==> config.mk <==
export PLATFORM = sky130hd
export DESIGN_NAME = source_aux_status_video_timing_regs
export DESIGN_NICKNAME = d
export VERILOG_FILES = /design/src/aux_timing_pkg.sv /design/src/source_aux_status_video_timing_regs.sv
export SDC_FILE = /design/constraint.sdc
export NUM_CORES = 1
export LEC_CHECK = 0
export ABC_AREA = 1
export BUFFER_PORTS_ARGS = -buffer_cell sky130_fd_sc_hd__buf_2
export CORE_MARGIN = 2
export CORE_UTILIZATION = 50
export DETAILED_ROUTE_END_ITERATION = 8
export GPL_TIMING_DRIVEN = 0
export PLACE_DENSITY = 0.74
export SLEW_MARGIN = 20
export SYNTH_ARGS = -nofsm -noshare
export SYNTH_HDL_FRONTEND = slang
export SYNTH_SLANG_ARGS = --single-unit
==> constraint.sdc <==
create_clock -name clk -period 4.3 [get_ports clk]
set_input_delay 0.645 -clock clk [delete_from_list [all_inputs] [get_ports clk]]
set_output_delay 0.645 -clock clk [all_outputs]
set_load 0.02 [all_outputs]
==> src/aux_timing_pkg.sv <==
// constants, field positions and carrier structs for the aux status and
// video timing register bank.
// assumes a 20 mhz register clock and a 12-bit apb byte address.
package aux_timing_pkg;

  // register byte addresses
  localparam logic [11:0] INT_STATUS_ADDR = 12'h140;
  localparam logic [11:0] INT_MASK_ADDR = 12'h144;
  localparam logic [11:0] REPLY_FLAGS_ADDR = 12'h14c;
  localparam logic [11:0] PULSE_LEN_ADDR = 12'h150;
  localparam logic [11:0] LINE_TOTAL_ADDR = 12'h180;
  localparam logic [11:0] FRAME_TOTAL_ADDR = 12'h184;
  localparam logic [11:0] POLARITY_ADDR = 12'h188;
  localparam logic [11:0] HS_WIDTH_ADDR = 12'h18c;
  localparam logic [11:0] VS_WIDTH_ADDR = 12'h190;

  // reply status field positions
  localparam int REPLY_STATE_LSB = 4;
  localparam int REPLY_STATE_MSB = 11;
  localparam int REPLY_ERROR_BIT = 3;
  localparam int REQUEST_ACTIVE_BIT = 2;
  localparam int REPLY_ACTIVE_BIT = 1;
  localparam int REPLY_RECEIVED_BIT = 0;

  // polarity field positions
  localparam int VSYNC_POL_BIT = 1;
  localparam int HSYNC_POL_BIT = 0;

  // interrupt status and mask layout
  localparam int INT_WIDTH = 7;
  localparam int INT_REPLY_RECEIVED_BIT = 2;
  localparam int INT_HOT_PLUG_PULSE_BIT = 4;
  localparam int INT_REPLY_ERROR_BIT = 6;

  // reset values
  localparam logic [6:0] INT_MASK_RESET = 7'h7f;
  localparam logic [15:0] TIMING16_RESET = 16'h0000;
  localparam logic [14:0] TIMING15_RESET = 15'h0000;
  localparam logic [1:0] POLARITY_RESET = 2'h0;

  // timing: microsecond prescaler derived from the clock period
  localparam int CLK_PERIOD_NS = 50;
  localparam int MICROSECOND_NS = 1000;
  localparam int CYCLES_PER_US = MICROSECOND_NS / CLK_PERIOD_NS;
  localparam logic [4:0] US_DIV_LAST = 5'(CYCLES_PER_US - 1);
  localparam logic [15:0] PULSE_LEN_MAX = 16'hffff;

  // events and levels from the aux request and reply controllers
  typedef struct packed {
    logic request_start;  // one-cycle pulse: first bit goes out
    logic request_busy;   // level: request being driven
    logic reply_busy;     // level: reply being received
    logic reply_valid;    // one-cycle pulse: complete valid reply
    logic reply_error;    // one-cycle pulse: reply fault seen
    logic [7:0] reply_state;  // reply state machine code
  } aux_events_s;

  // video timing attributes toward the framing logic
  typedef struct packed {
    logic [15:0] line_total_clocks;
    logic [15:0] frame_total_lines;
    logic vsync_active_high;
    logic hsync_active_high;
    logic [14:0] horiz_sync_pulse_width;
    logic [14:0] vert_sync_pulse_width;
  } video_timing_s;

endpackage : aux_timing_pkg

==> src/source_aux_status_video_timing_regs.sv <==
// register bank holding aux channel status, hot plug pulse length and
// the main stream video timing attributes, reached over apb.
// assumes aux controller signals are on clk; the hot plug pin is async.
`timescale 1ns/1ps

module source_aux_status_video_timing_regs
(
  // clock and reset
  input wire logic clk,
  input wire logic rst,
  // apb slave
  input wire logic psel,
  input wire logic penable,
  input wire logic pwrite,
  input wire logic [11:0] paddr,
  input wire logic [31:0] pwdata,
  output logic [31:0] prdata,
  output logic pready,
  output logic pslverr,
  // aux controller status
  input wire aux_timing_pkg::aux_events_s aux_in,
  // hot plug detect pin, asynchronous
  input wire logic hot_plug_pin,
  // video timing toward framing logic
  output aux_timing_pkg::video_timing_s timing_out,
  // interrupt
  output logic irq
);

  // whole state of the bank
  typedef struct packed {
    logic [2:0] hpd_sync;       // three-stage pin synchroniser
    logic hpd_level;            // filtered pin level
    logic [4:0] us_div;         // cycles within current microsecond
    logic [15:0] low_us;        // running low time in microseconds
    logic [15:0] pulse_len;     // last completed pulse length
    logic [7:0] reply_state;    // copy of reply state code
    logic reply_error;          // sticky reply error flag
    logic request_active;       // request controller busy
    logic reply_active;         // reply receiver busy
    logic reply_received;       // valid reply since last request
    logic [15:0] line_total;    // clocks per line
    logic [15:0] frame_total;   // lines per frame
    logic [1:0] polarity;       // vsync and hsync polarity
    logic [14:0] hs_width;      // hsync width in clocks
    logic [14:0] vs_width;      // vsync width in lines
    logic [6:0] int_status;     // sticky event bits
    logic [6:0] int_mask;       // one masks the event
    logic [6:0] rd_clear;       // status bits captured for clear
    logic [31:0] prdata;        // apb read data
    logic pready;               // apb ready
    logic pslverr;              // apb error
    logic irq;                  // interrupt line
  } bank_s;

  bank_s r_reg;   // registered state
  bank_s r_next;  // next state

  // next-state logic for every field
  always_comb
  begin
    // scratch values, all given a value just below
    logic setup;
    logic done;
    logic hit;
    logic [31:0] rd;
    logic [6:0] set_bits;
    logic [11:0] addr;
    logic pulse_event;
    setup = 1'b0;
    done = 1'b0;
    hit = 1'b0;
    rd = 32'h0000_0000;
    set_bits = 7'h00;
    addr = paddr;
    pulse_event = 1'b0;
    r_next = r_reg;

    // pin synchroniser, first stage only feeds the second
    r_next.hpd_sync = {r_reg.hpd_sync[1:0], hot_plug_pin};

    // level counts once stages two and three agree
    if (r_reg.hpd_sync[1] == r_reg.hpd_sync[2])
    begin
      r_next.hpd_level = r_reg.hpd_sync[2];
    end

    // measure low pulse width in microseconds
    if (r_reg.hpd_level == 1'b0)
    begin
      // low: run the microsecond prescaler
      if (r_reg.us_div == aux_timing_pkg::US_DIV_LAST)
      begin
        r_next.us_div = 5'h00;
        // saturate rather than wrap on long pulses
        if (r_reg.low_us != aux_timing_pkg::PULSE_LEN_MAX)
        begin
          r_next.low_us = r_reg.low_us + 16'h0001;
        end
      end
      else
      begin
        r_next.us_div = r_reg.us_div + 5'h01;
      end
      // end of pulse: line returns high
      if ((r_reg.hpd_sync[1] == r_reg.hpd_sync[2]) && r_reg.hpd_sync[2])
      begin
        // the last whole microsecond may complete in this very cycle
        r_next.pulse_len = r_next.low_us;
        pulse_event = 1'b1;
        r_next.us_div = 5'h00;
        r_next.low_us = 16'h0000;
      end
    end
    else
    begin
      // high: hold the counters cleared
      r_next.us_div = 5'h00;
      r_next.low_us = 16'h0000;
    end

    // reply status observation
    r_next.reply_state = aux_in.reply_state;
    r_next.request_active = aux_in.request_busy;
    r_next.reply_active = aux_in.reply_busy;

    // new request clears the per-transaction flags
    if (aux_in.request_start)
    begin
      r_next.reply_received = 1'b0;
      r_next.reply_error = 1'b0;
    end
    // a set in the same cycle wins over the clear
    if (aux_in.reply_error)
    begin
      r_next.reply_error = 1'b1;
    end
    if (aux_in.reply_valid)
    begin
      r_next.reply_received = 1'b1;
    end

    // collect events into interrupt set bits
    set_bits[aux_timing_pkg::INT_HOT_PLUG_PULSE_BIT] = pulse_event;
    // reply events feed the same sticky status
    set_bits[aux_timing_pkg::INT_REPLY_RECEIVED_BIT] = aux_in.reply_valid;
    set_bits[aux_timing_pkg::INT_REPLY_ERROR_BIT] = aux_in.reply_error;

    // apb phases
    setup = psel && !penable;
    // access phase completes only while our ready is up
    done = psel && penable && r_reg.pready;

    // read mux and address decode
    unique case (addr)
      aux_timing_pkg::INT_STATUS_ADDR:
      begin
        hit = 1'b1;
        // sticky event bits
        rd[6:0] = r_reg.int_status;
      end
      aux_timing_pkg::INT_MASK_ADDR:
      begin
        hit = 1'b1;
        // one bit per masked event
        rd[6:0] = r_reg.int_mask;
      end
      aux_timing_pkg::REPLY_FLAGS_ADDR:
      begin
        // bits above eleven stay zero
        hit = 1'b1;
        // state code sits above the four flags
        rd[aux_timing_pkg::REPLY_STATE_MSB:aux_timing_pkg::REPLY_STATE_LSB] =
          r_reg.reply_state;
        rd[aux_timing_pkg::REPLY_ERROR_BIT] = r_reg.reply_error;
        rd[aux_timing_pkg::REQUEST_ACTIVE_BIT] = r_reg.request_active;
        rd[aux_timing_pkg::REPLY_ACTIVE_BIT] = r_reg.reply_active;
        rd[aux_timing_pkg::REPLY_RECEIVED_BIT] = r_reg.reply_received;
      end
      aux_timing_pkg::PULSE_LEN_ADDR:
      begin
        hit = 1'b1;
        // last measured low time in microseconds
        rd[15:0] = r_reg.pulse_len;
      end
      aux_timing_pkg::LINE_TOTAL_ADDR:
      begin
        hit = 1'b1;
        // clocks per line
        rd[15:0] = r_reg.line_total;
      end
      aux_timing_pkg::FRAME_TOTAL_ADDR:
      begin
        hit = 1'b1;
        // lines per frame
        rd[15:0] = r_reg.frame_total;
      end
      aux_timing_pkg::POLARITY_ADDR:
      begin
        hit = 1'b1;
        // vsync bit above hsync bit
        rd[1:0] = r_reg.polarity;
      end
      aux_timing_pkg::HS_WIDTH_ADDR:
      begin
        hit = 1'b1;
        // fifteen-bit width, top bit reads zero
        rd[14:0] = r_reg.hs_width;
      end
      aux_timing_pkg::VS_WIDTH_ADDR:
      begin
        hit = 1'b1;
        // width in lines, top bit reads zero
        rd[14:0] = r_reg.vs_width;
      end
      default:
      begin
        // unmapped: error response, zero data
        hit = 1'b0;
      end
    endcase

    // ready drops after each completed access
    r_next.pready = 1'b0;
    r_next.pslverr = 1'b0;

    // setup cycle: prepare answer for the access phase
    if (setup)
    begin
      r_next.pready = 1'b1;
      // unmapped or misaligned address is refused
      r_next.pslverr = !hit;
      // writes and refused reads return zero data
      r_next.prdata = (hit && !pwrite) ? rd : 32'h0000_0000;
      // remember which status bits this read returns
      if (!pwrite && (addr == aux_timing_pkg::INT_STATUS_ADDR))
      begin
        r_next.rd_clear = r_reg.int_status;
      end
      else
      begin
        r_next.rd_clear = 7'h00;
      end
    end

    // completion edge: read clears only the returned bits
    if (done && !pwrite)
    begin
      r_next.int_status = r_reg.int_status & ~r_reg.rd_clear;
    end

    // completion edge: writes take effect, read-only targets ignore them
    if (done && pwrite && !r_reg.pslverr)
    begin
      unique case (addr)
        aux_timing_pkg::INT_MASK_ADDR:
        begin
          // one masks the matching event
          r_next.int_mask = pwdata[6:0];
        end
        aux_timing_pkg::LINE_TOTAL_ADDR:
        begin
          // upper half of the word is dropped
          r_next.line_total = pwdata[15:0];
        end
        aux_timing_pkg::FRAME_TOTAL_ADDR:
        begin
          // upper half of the word is dropped
          r_next.frame_total = pwdata[15:0];
        end
        aux_timing_pkg::POLARITY_ADDR:
        begin
          // only the two polarity bits are kept
          r_next.polarity = pwdata[1:0];
        end
        aux_timing_pkg::HS_WIDTH_ADDR:
        begin
          // bit fifteen and above are dropped
          r_next.hs_width = pwdata[14:0];
        end
        aux_timing_pkg::VS_WIDTH_ADDR:
        begin
          // bit fifteen and above are dropped
          r_next.vs_width = pwdata[14:0];
        end
        default:
        begin
          // status, reply flags and pulse length keep their value
          r_next.int_mask = r_next.int_mask;
        end
      endcase
    end

    // new events set status bits, set wins over read clear
    r_next.int_status = r_next.int_status | set_bits;

    // interrupt high while any unmasked status bit is set
    r_next.irq = |(r_next.int_status & ~r_next.int_mask);
  end

  // state register with synchronous reset
  always_ff @(posedge clk)
  begin
    if (rst)
    begin
      // pin idles high: start high so no false pulse follows reset
      r_reg.hpd_sync <= 3'h7;
      r_reg.hpd_level <= 1'b1;
      r_reg.us_div <= 5'h00;
      r_reg.low_us <= 16'h0000;
      r_reg.pulse_len <= 16'h0000;
      // aux observation starts idle
      r_reg.reply_state <= 8'h00;
      r_reg.reply_error <= 1'b0;
      r_reg.request_active <= 1'b0;
      r_reg.reply_active <= 1'b0;
      r_reg.reply_received <= 1'b0;
      // video timing attributes
      r_reg.line_total <= aux_timing_pkg::TIMING16_RESET;
      r_reg.frame_total <= aux_timing_pkg::TIMING16_RESET;
      r_reg.polarity <= aux_timing_pkg::POLARITY_RESET;
      r_reg.hs_width <= aux_timing_pkg::TIMING15_RESET;
      r_reg.vs_width <= aux_timing_pkg::TIMING15_RESET;
      // no events pending, all masked
      r_reg.int_status <= 7'h00;
      r_reg.int_mask <= aux_timing_pkg::INT_MASK_RESET;
      r_reg.rd_clear <= 7'h00;
      // bus answer and interrupt quiet
      r_reg.prdata <= 32'h0000_0000;
      r_reg.pready <= 1'b0;
      r_reg.pslverr <= 1'b0;
      r_reg.irq <= 1'b0;
    end
    else
    begin
      r_reg <= r_next;
    end
  end

  // bus outputs straight from the state register
  assign prdata = r_reg.prdata;
  assign pready = r_reg.pready;
  assign pslverr = r_reg.pslverr;
  // level interrupt, registered with the status bits
  assign irq = r_reg.irq;

  // timing attributes straight from the state register
  assign timing_out.line_total_clocks = r_reg.line_total;
  assign timing_out.frame_total_lines = r_reg.frame_total;
  // one selects an active high pulse
  assign timing_out.vsync_active_high =
    r_reg.polarity[aux_timing_pkg::VSYNC_POL_BIT];
  assign timing_out.hsync_active_high =
    r_reg.polarity[aux_timing_pkg::HSYNC_POL_BIT];
  // sync widths in clocks and in lines
  assign timing_out.horiz_sync_pulse_width = r_reg.hs_width;
  assign timing_out.vert_sync_pulse_width = r_reg.vs_width;

endmodule : source_aux_status_video_timing_regs

==> run_results.csv, run 1 <==
group,metric,value,unit
setup_path,crit_arrival,2.42,ns
cts,htreeDepth,4,
power,power.switching,783,uW
power,power,3.15,mW
route,drc,0,
sta,fin_crit_sh,0.485,
layout,antenna_cells,0,
global_routing,grt_pass1_wl,36.0,mm
setup_path,startpoint_type,"register",
route,drt_pass1_iterations,5,
layout,syn_to_final_growth,19.4,%
synth,synthesis.instances,1152,
synth,synth.distinct_cells,35,
floorplanning,num_rows,46,
layout,fin_cells,1544,
layout,drive_above_1_share,0.245,
route,viasPerCell,5.09,
cts,cts_tree,"built",
synth,synth_edf_count,0,
sta,max_freq,479,MHz
worst_hold_path,min_path_type,"primary input to register",
sta,finalSetupTns,0,ns
setup_path,required,4.63,ns
setup_path,crit_type,"register to register",
cts,clock-root-buffer,"clkbuf_16",
worst_hold_path,worstHoldPathCells,2,
sta,setup_viol,0,
route,vias,7865,
route,drt_iter0_markers,660,
setup_path,ff2ff_path_depth,8,
synth,synth_warnings,0,
global_routing,grt_usage,0.280,
setup_path,r2r-end,"r_reg[138]",
placed_design,dpl-instance-area,8980,um2
synth,avgSynthCellArea,6.96,um2
power,p_per_area,329,nW/um2
floorplanning,coreArea,15800,um2
synth,yosysSeqAreaShare,0.392,
layout,n_fill_cell,1525,
cts,ctsResizeCount,0,
cts,clk_latency,0.44,ns
setup_path,worstPathMaxFanout,10,
route,drt_wl_total,23.8,mm
global_routing,gr-total-overflow,0,
synth,syn_area,8010,um2
power,clockPowerShare,0.474,
setup_path,r2r_start,"r_reg[172]",
floorplanning,pin_count,162,
sta,hold_viol,0,
global_routing,grt_max_degree,17,
power,p_leak,4.59,nW
synth,async_flop_share,0,
power,ir_worst_vdd,268,uV
layout,largest_register_ff_count,72,
power,switching_share,0.249,
route,antenna_left,0,
cts,postCtsSetupBuffers,0,
floorplanning,die_y,131,um
global_routing,antenna_found_initial,0,
placed_design,gp_congestion,0.978,
sta,finClkSkew,0.00848,ns
placed_design,placed_cells,1512,
cts,cts_buffers,17,
sta,relSlewSlack,0.467,
worst_hold_path,hold_end,"r_next[171]",
sta,rsz0062_at_grt,"no",
global_routing,grt_pass1_vias,6937,
sta,finalMaxSlewViolations,0,
setup_path,reg2reg_slack,2.21,ns
route,wl_per_cell,15.4,um
setup_path,crit_path_end_kind,"register",
floorplanning,initial_core_util,0.508,
layout,fin_area,9570,um2
placed_design,hpwl,17.8,mm
cts,max-clock-path-buffers,2,
sta,worstMarginPinSlew,0.800,ns
worst_hold_path,min_from,"hot_plug_pin",
synth,ys_ff_latch,157,
placed_design,portBuffers,129,
run_status,outcome,"completed",
sta,min_period,2.09,ns
power,combinationalPowerShare,0.055,
cts,clkSlewWorstSetupHoldPaths,0.06,ns
floorplanning,dieArea,17100,um2
layout,finalNetCount,1381,
floorplanning,fp.dieW,131,um
power,seqPwrFrac,0.471,
cts,cts_sinks,157,
power,internal-power,2.37,mW
cts,cts_hold_buffers,0,
synth,ys.flop_type,"dfxtp_1",
run,cap_violations,0,
## synth_stat cells, types with 3 or more instances
cell	instances	area, um2
inv_1	124	465
nand2_2	13	81.3
a21oi_1	86	430
nand2_1	211	792
buf_2	5	25.0
nand3_2	3	30.0
ha_1	3	37.5
o21ai_0	85	425
buf_1	4	15.0
o21ai_1	4	20.0
xor2_1	6	52.6
dfxtp_1	157	3140
or2_2	3	18.8
nor2_2	7	43.8
inv_2	8	30.0
nor3_1	6	30.0
buf_4	99	743
nor2_1	147	552
buf_6	5	56.3
nand3_1	115	576
xnor2_1	5	43.8
clkbuf_1	22	82.6
nand4_1	7	43.8
nor2_4	13	146
## layer usage
metal / vias to the layer above / GRT usage / wire length (um)
met2: 384 / 0.459 / 10900
met1: 3532 / 0.357 / 9680
met4: 0 / 0.133 / 947
met5: - / 0 / 0
li1: 3876 / - / -
met3: 73 / 0.0529 / 2210
## cell usage in the layout (no fill, tap or decap), types with 2 or more instances in the layout
cell type and instances:
clkbuf_1 22, inv_6 5, xor2_1 6, or2_2 3, nor3_4 2, xnor2_1 5, nor3_1 6, clkbuf_16 17
nand3_1 115, inv_2 8, conb_1 16, buf_1 4, clkinvlp_4 4, buf_2 134, ha_1 3, nand4_2 2
o21ai_0 85, buf_4 99, nand2_2 13, nor2_2 7, nand2_1 211, nand4_1 7, nor2_1 147, o21ai_1 4
dfxtp_1 157, a21oi_1 86, nor2_4 13, nand2_4 2, nand3_2 3, buf_6 5, clkbuf_8 2, inv_1 124
## cells by family after synthesis
logic type / after synthesis / synth area share
AOI/OAI and AO/OA: 177 / 0.111
and+or+nand+nor: 534 / 0.302
DFF: 157 / 0.392
adders and majority gates: 3 / 0.00469
buffers and inverters: 269 / 0.178
xor gates and xnor gates: 11 / 0.0120
other: 1 / 0.000468
## how the worst max path moves through the flow
stage,start,to,slack [ns],depth (start not counted)
final,r_reg[172],r_reg[138],2.21,8
after global placement,paddr[6],timing_out[7],1.91,10
after floorplan,paddr[8],timing_out[38],2.51,10
after detailed placement,paddr[6],timing_out[7],1.90,10
after CTS,r_reg[172],r_reg[138],2.29,8
after global routing,r_reg[172],r_reg[138],2.09,8
## power groups by stage
| stage | clock [mW] | combinational [mW] | sequential, mW |
|---|---|---|---|
| 6_report | 1.49 | 0.173 | 1.48 |
| 3_5_place_dp | 0 | 0.170 | 1.51 |
| 4_1_cts | 1.50 | 0.170 | 1.48 |
| 3_3_place_gp | 0 | 0.169 | 1.51 |
| 2_1_floorplan | 0 | 0.102 | 1.51 |
| 5_1_grt | 1.56 | 0.190 | 1.48 |
## stage by stage
| stage | setup slack, ns | hold slack, ns | utilization |
|---|---|---|---|
| floorplan | 2.51 | 0.389 | - |
| global placement | 1.91 | 0.394 | 0.570 |
| detailed placement | 1.90 | 0.399 | 0.570 |
| CTS | 2.29 | 0.386 | 0.607 |
| global route | 2.09 | 0.398 | 0.607 |
| finish | 2.21 | 0.395 | 0.607 |
## worst max-delay path: stages, from the launching register on
cell	delay [ns]
dfxtp_1	0.33
ha_1	0.16
inv_1	0.04
nor2_1	0.12
clkbuf_1	0.48
buf_1	0.51
nand3_1	0.21
nand2_1	0.10
inv_1	0.04
## final cells by class
| class | count | area [um2] | share of cell area |
|---|---|---|---|
| Clock inverter | 13 | 129 | 0.0135 |
| Tap cell | 216 | 270 | 0.0283 |
| Clock buffer | 19 | 453 | 0.0473 |
| Timing Repair Buffer | 129 | 646 | 0.0675 |
| Buffer | 136 | 927 | 0.0969 |
| Multi-Input combinational cell | 741 | 3500 | 0.366 |
| Inverter | 133 | 499 | 0.0522 |
| Sequential cell | 157 | 3140 | 0.329 |
No activity file was read; power rests on OpenSTA's default activity.
==> run 2: changes to the inputs <==
Settings changed: ABC_AREA 1 to 0, CORE_UTILIZATION 50 to 49, PLACE_DENSITY 0.74 to 0.76.
Clock period 4.3 ns to 1.85 ns, I/O delays scaled along.
==> run 2 against run 1 <==
  * Worst hold slack lost 0.37 ns
  * Sequential power up 130%
  * Sequential share of layout area grew 0.31 points
  * The run now ends with setup timing left
  * First-iteration DRC count increased by 13%
  * Flip-flop and latch count unchanged
  * Routed wire length shrank 3.5%
  * Die area shrank 5.4%
  * Largest power group is now registers
  * Final cell count fell by 17%
  * Critical path depth rose by 1
  * Critical endpoint is now prdata[0]
  * Non-clock buffer count increased by 39
  * Global-route usage shrank 0.51 points
  * Via count down 9.7%
==> run_results.csv, run 2 <==
group,metric,value,unit
synth,synthesis.instances,889,
route,wl_per_cell,18.0,um
synth,synth_warnings,0,
synth,synth_edf_count,0,
setup_path,required,2.19,ns
route,drt_iter0_markers,743,
layout,layout_commonest_cell,"nand2_1",
setup_path,startpoint_type,"primary input",
global_routing,grt_usage,0.275,
floorplanning,dieArea,16100,um2
layout,drive_above_1_share,0.350,
floorplanning,pin_count,162,
route,vias,7101,
cts,clock-root-buffer,"clkbuf_16",
sta,relSlewSlack,0.494,
setup_path,ff2ff_path_depth,7,
sta,max_freq,516,MHz
synth,synth.area.top_cells,"dfxtp_1, buf_4, nand2_1",
sta,holdWs,0.0286,ns
sta,min_period,1.94,ns
synth,synth.distinct_cells,73,
global_routing,grt_max_degree,17,
cts,max-clock-path-buffers,2,
layout,fin_util,0.652,
placed_design,dpl-instance-area,8390,um2
layout,syn_to_final_growth,28.8,%
power,p_leak,3.91,nW
synth,yosysSeqAreaShare,0.424,
sta,worstMarginPinSlew,0.753,ns
worst_hold_path,min_path_type,"primary input to register",
floorplanning,initial_core_util,0.506,
setup_path,critical_path_buf_inv_count,3,
setup_path,path_depth,9,
synth,ys_ff_latch,157,
cts,htreeDepth,4,
route,antenna_left,0,
cts,cts_sinks,157,
layout,layout_common_cells,"nand2_1, dfxtp_1, buf_4",
setup_path,path_cells,"buf_2 > clkbuf_4 > nor4bb_1 > buf_4 > o211ai_1 > a211oi_2 > o21bai_4 > a22oi_1 > a311oi_2",
run_status,violations,"setup timing",
global_routing,antenna_found_initial,0,
power,ir_worst_vdd,621,uV
route,drc,0,
floorplanning,coreArea,14600,um2
global_routing,gr-total-overflow,0,
worst_hold_path,worstHoldPathCells,2,
sta,finalSetupTns,-0.273,ns
layout,fin_area,9550,um2
power,power,7.13,mW
sta,worst_slack,-0.0882,ns
floorplanning,fp.dieW,127,um
route,drt_wl_total,22.9,mm
setup_path,slowest_stage,"nor4bb_1",
synth,async_flop_share,0,
sta,fin_crit_sh,1.05,
route,drt_pass1_iterations,6,
cts,clk_latency,0.43,ns
setup_path,crit_type,"primary input to register",
cts,cts_hold_buffers,0,
sta,setup_viol,12,
synth,syn_area,7410,um2
placed_design,gp_congestion,0.929,
setup_path,cp_top_family,"compound AO/OA/AOI/OAI gates",
layout,largest_register_ff_count,72,
route,viasPerCell,5.57,
setup_path,crit_arrival,2.28,ns
sta,finClkSkew,0.00921,ns
sta,rsz0062_at_grt,"yes",
layout,finalNetCount,1144,
placed_design,portBuffers,127,
placed_design,hpwl,16.0,mm
synth,yosys.area.top_type,"dfxtp_1",
power,p_per_area,747,nW/um2
sta,hold_viol,0,
run_status,outcome,"finished, violations left",
synth,synth.most_common_cell,"nand2_1",
synth,ys.flop_type,"dfxtp_1",
setup_path,crit_path_end_kind,"register",
cts,clkSlewWorstSetupHoldPaths,0.06,ns
global_routing,grt_pass1_wl,34.2,mm
cts,cts_buffers,17,
setup_path,critPathMaxStageDelay,0.39,ns
synth,avgSynthCellArea,8.34,um2
layout,n_fill_cell,1221,
synth,synth_top_area_share,0.424,
setup_path,worstPathMaxFanout,10,
floorplanning,num_rows,44,
global_routing,grt_pass1_vias,6318,
synth,ys_top_cells_by_count,"nand2_1, dfxtp_1, buf_4",
layout,antenna_cells,0,
floorplanning,die_y,127,um
cts,cts_tree,"built",
sta,finalMaxSlewViolations,0,
run,cap_violations,0,
## run 2: changes by cell type in the layout (fill, tap and decap cells not counted), sizes merged, moves of 13 or more
| cell | before | now |
|---|---|---|
| nand2 | 226 | 176 |
| a211oi | 0 | 14 |
| o21ai | 89 | 21 |
| clkbuf | 42 | 56 |
| nor2b | 0 | 25 |
| buf | 242 | 269 |
| inv | 138 | 8 |
| mux2i | 0 | 21 |
| a22o | 0 | 13 |
| nor2 | 167 | 69 |
| nand3 | 118 | 15 |
| a22oi | 0 | 29 |
## run 2: kinds of logic (layout without fill, tap and decap cells)
logic type / Yosys count / in the layout / synth area share
flops: 157 / 157 / 0.424
compound gates: 189 / 189 / 0.169
simple gates: 348 / 348 / 0.220
fa+ha+maj: 3 / 3 / 0.00506
other cells: 1 / 16 / 0.000506
xor+xnor: 14 / 14 / 0.0165
mux: 23 / 23 / 0.0314
buf+inv: 154 / 341 / 0.133
## run 2: final timing paths
| path | slack (ns) | start | end |
|---|---|---|---|
| max | -0.09 | paddr[3] | prdata[0] |
| min | 0.03 | hot_plug_pin | r_next[171] |
| max reg2reg | -0.05 | r_reg[149] | r_reg[139] |
| min reg2reg | 0.41 | r_next[171] | r_next[172] |
## run 2: power by group
part	internal, mW	switching, mW
clock network	1.80	1.45
logic	0.153	0.287
registers	3.42	0.0259
total	5.37	1.77
## run 2: area by class of cell
| cell class | instances | area [um2] | share of cell area |
|---|---|---|---|
| Buffer | 144 | 1000 | 0.105 |
| Clock buffer | 21 | 460 | 0.0482 |
| Clock inverter | 11 | 86.3 | 0.00904 |
| Inverter | 5 | 18.8 | 0.00197 |
| Multi-Input combinational cell | 593 | 3670 | 0.384 |
| Sequential cell | 157 | 3170 | 0.332 |
| Tap cell | 184 | 230 | 0.0241 |
| Timing Repair Buffer | 160 | 920 | 0.0963 |
## run 2: repair_timing
item / in CTS / in global routing
pin swaps: 17 / 24
gates cloned: 1 / 0
resized for setup: 41 / 75
setup buffers: 19 / 13
setup endpoints to repair: 103 / 76
## run 2: per-stage QoR
step | worst slack [ns] | instances
detailed placement | -0.913 | 1215
global route | -0.159 | 1275
CTS | -0.00118 | 1264
floorplan | -0.286 | 904
finish | -0.0882 | 1275
global placement | -0.857 | 1215
## run 2: routing by layer
layer  part of all wire  up-vias  wire length [um]  GRT usage
li1                   -     3338                 -          -
met4              0.035        0               806      0.117
met5                  0        -                 0          0
met1               0.42     3311              9590      0.365
met3              0.085       64              1960     0.0544
met2               0.46      388             10600      0.437
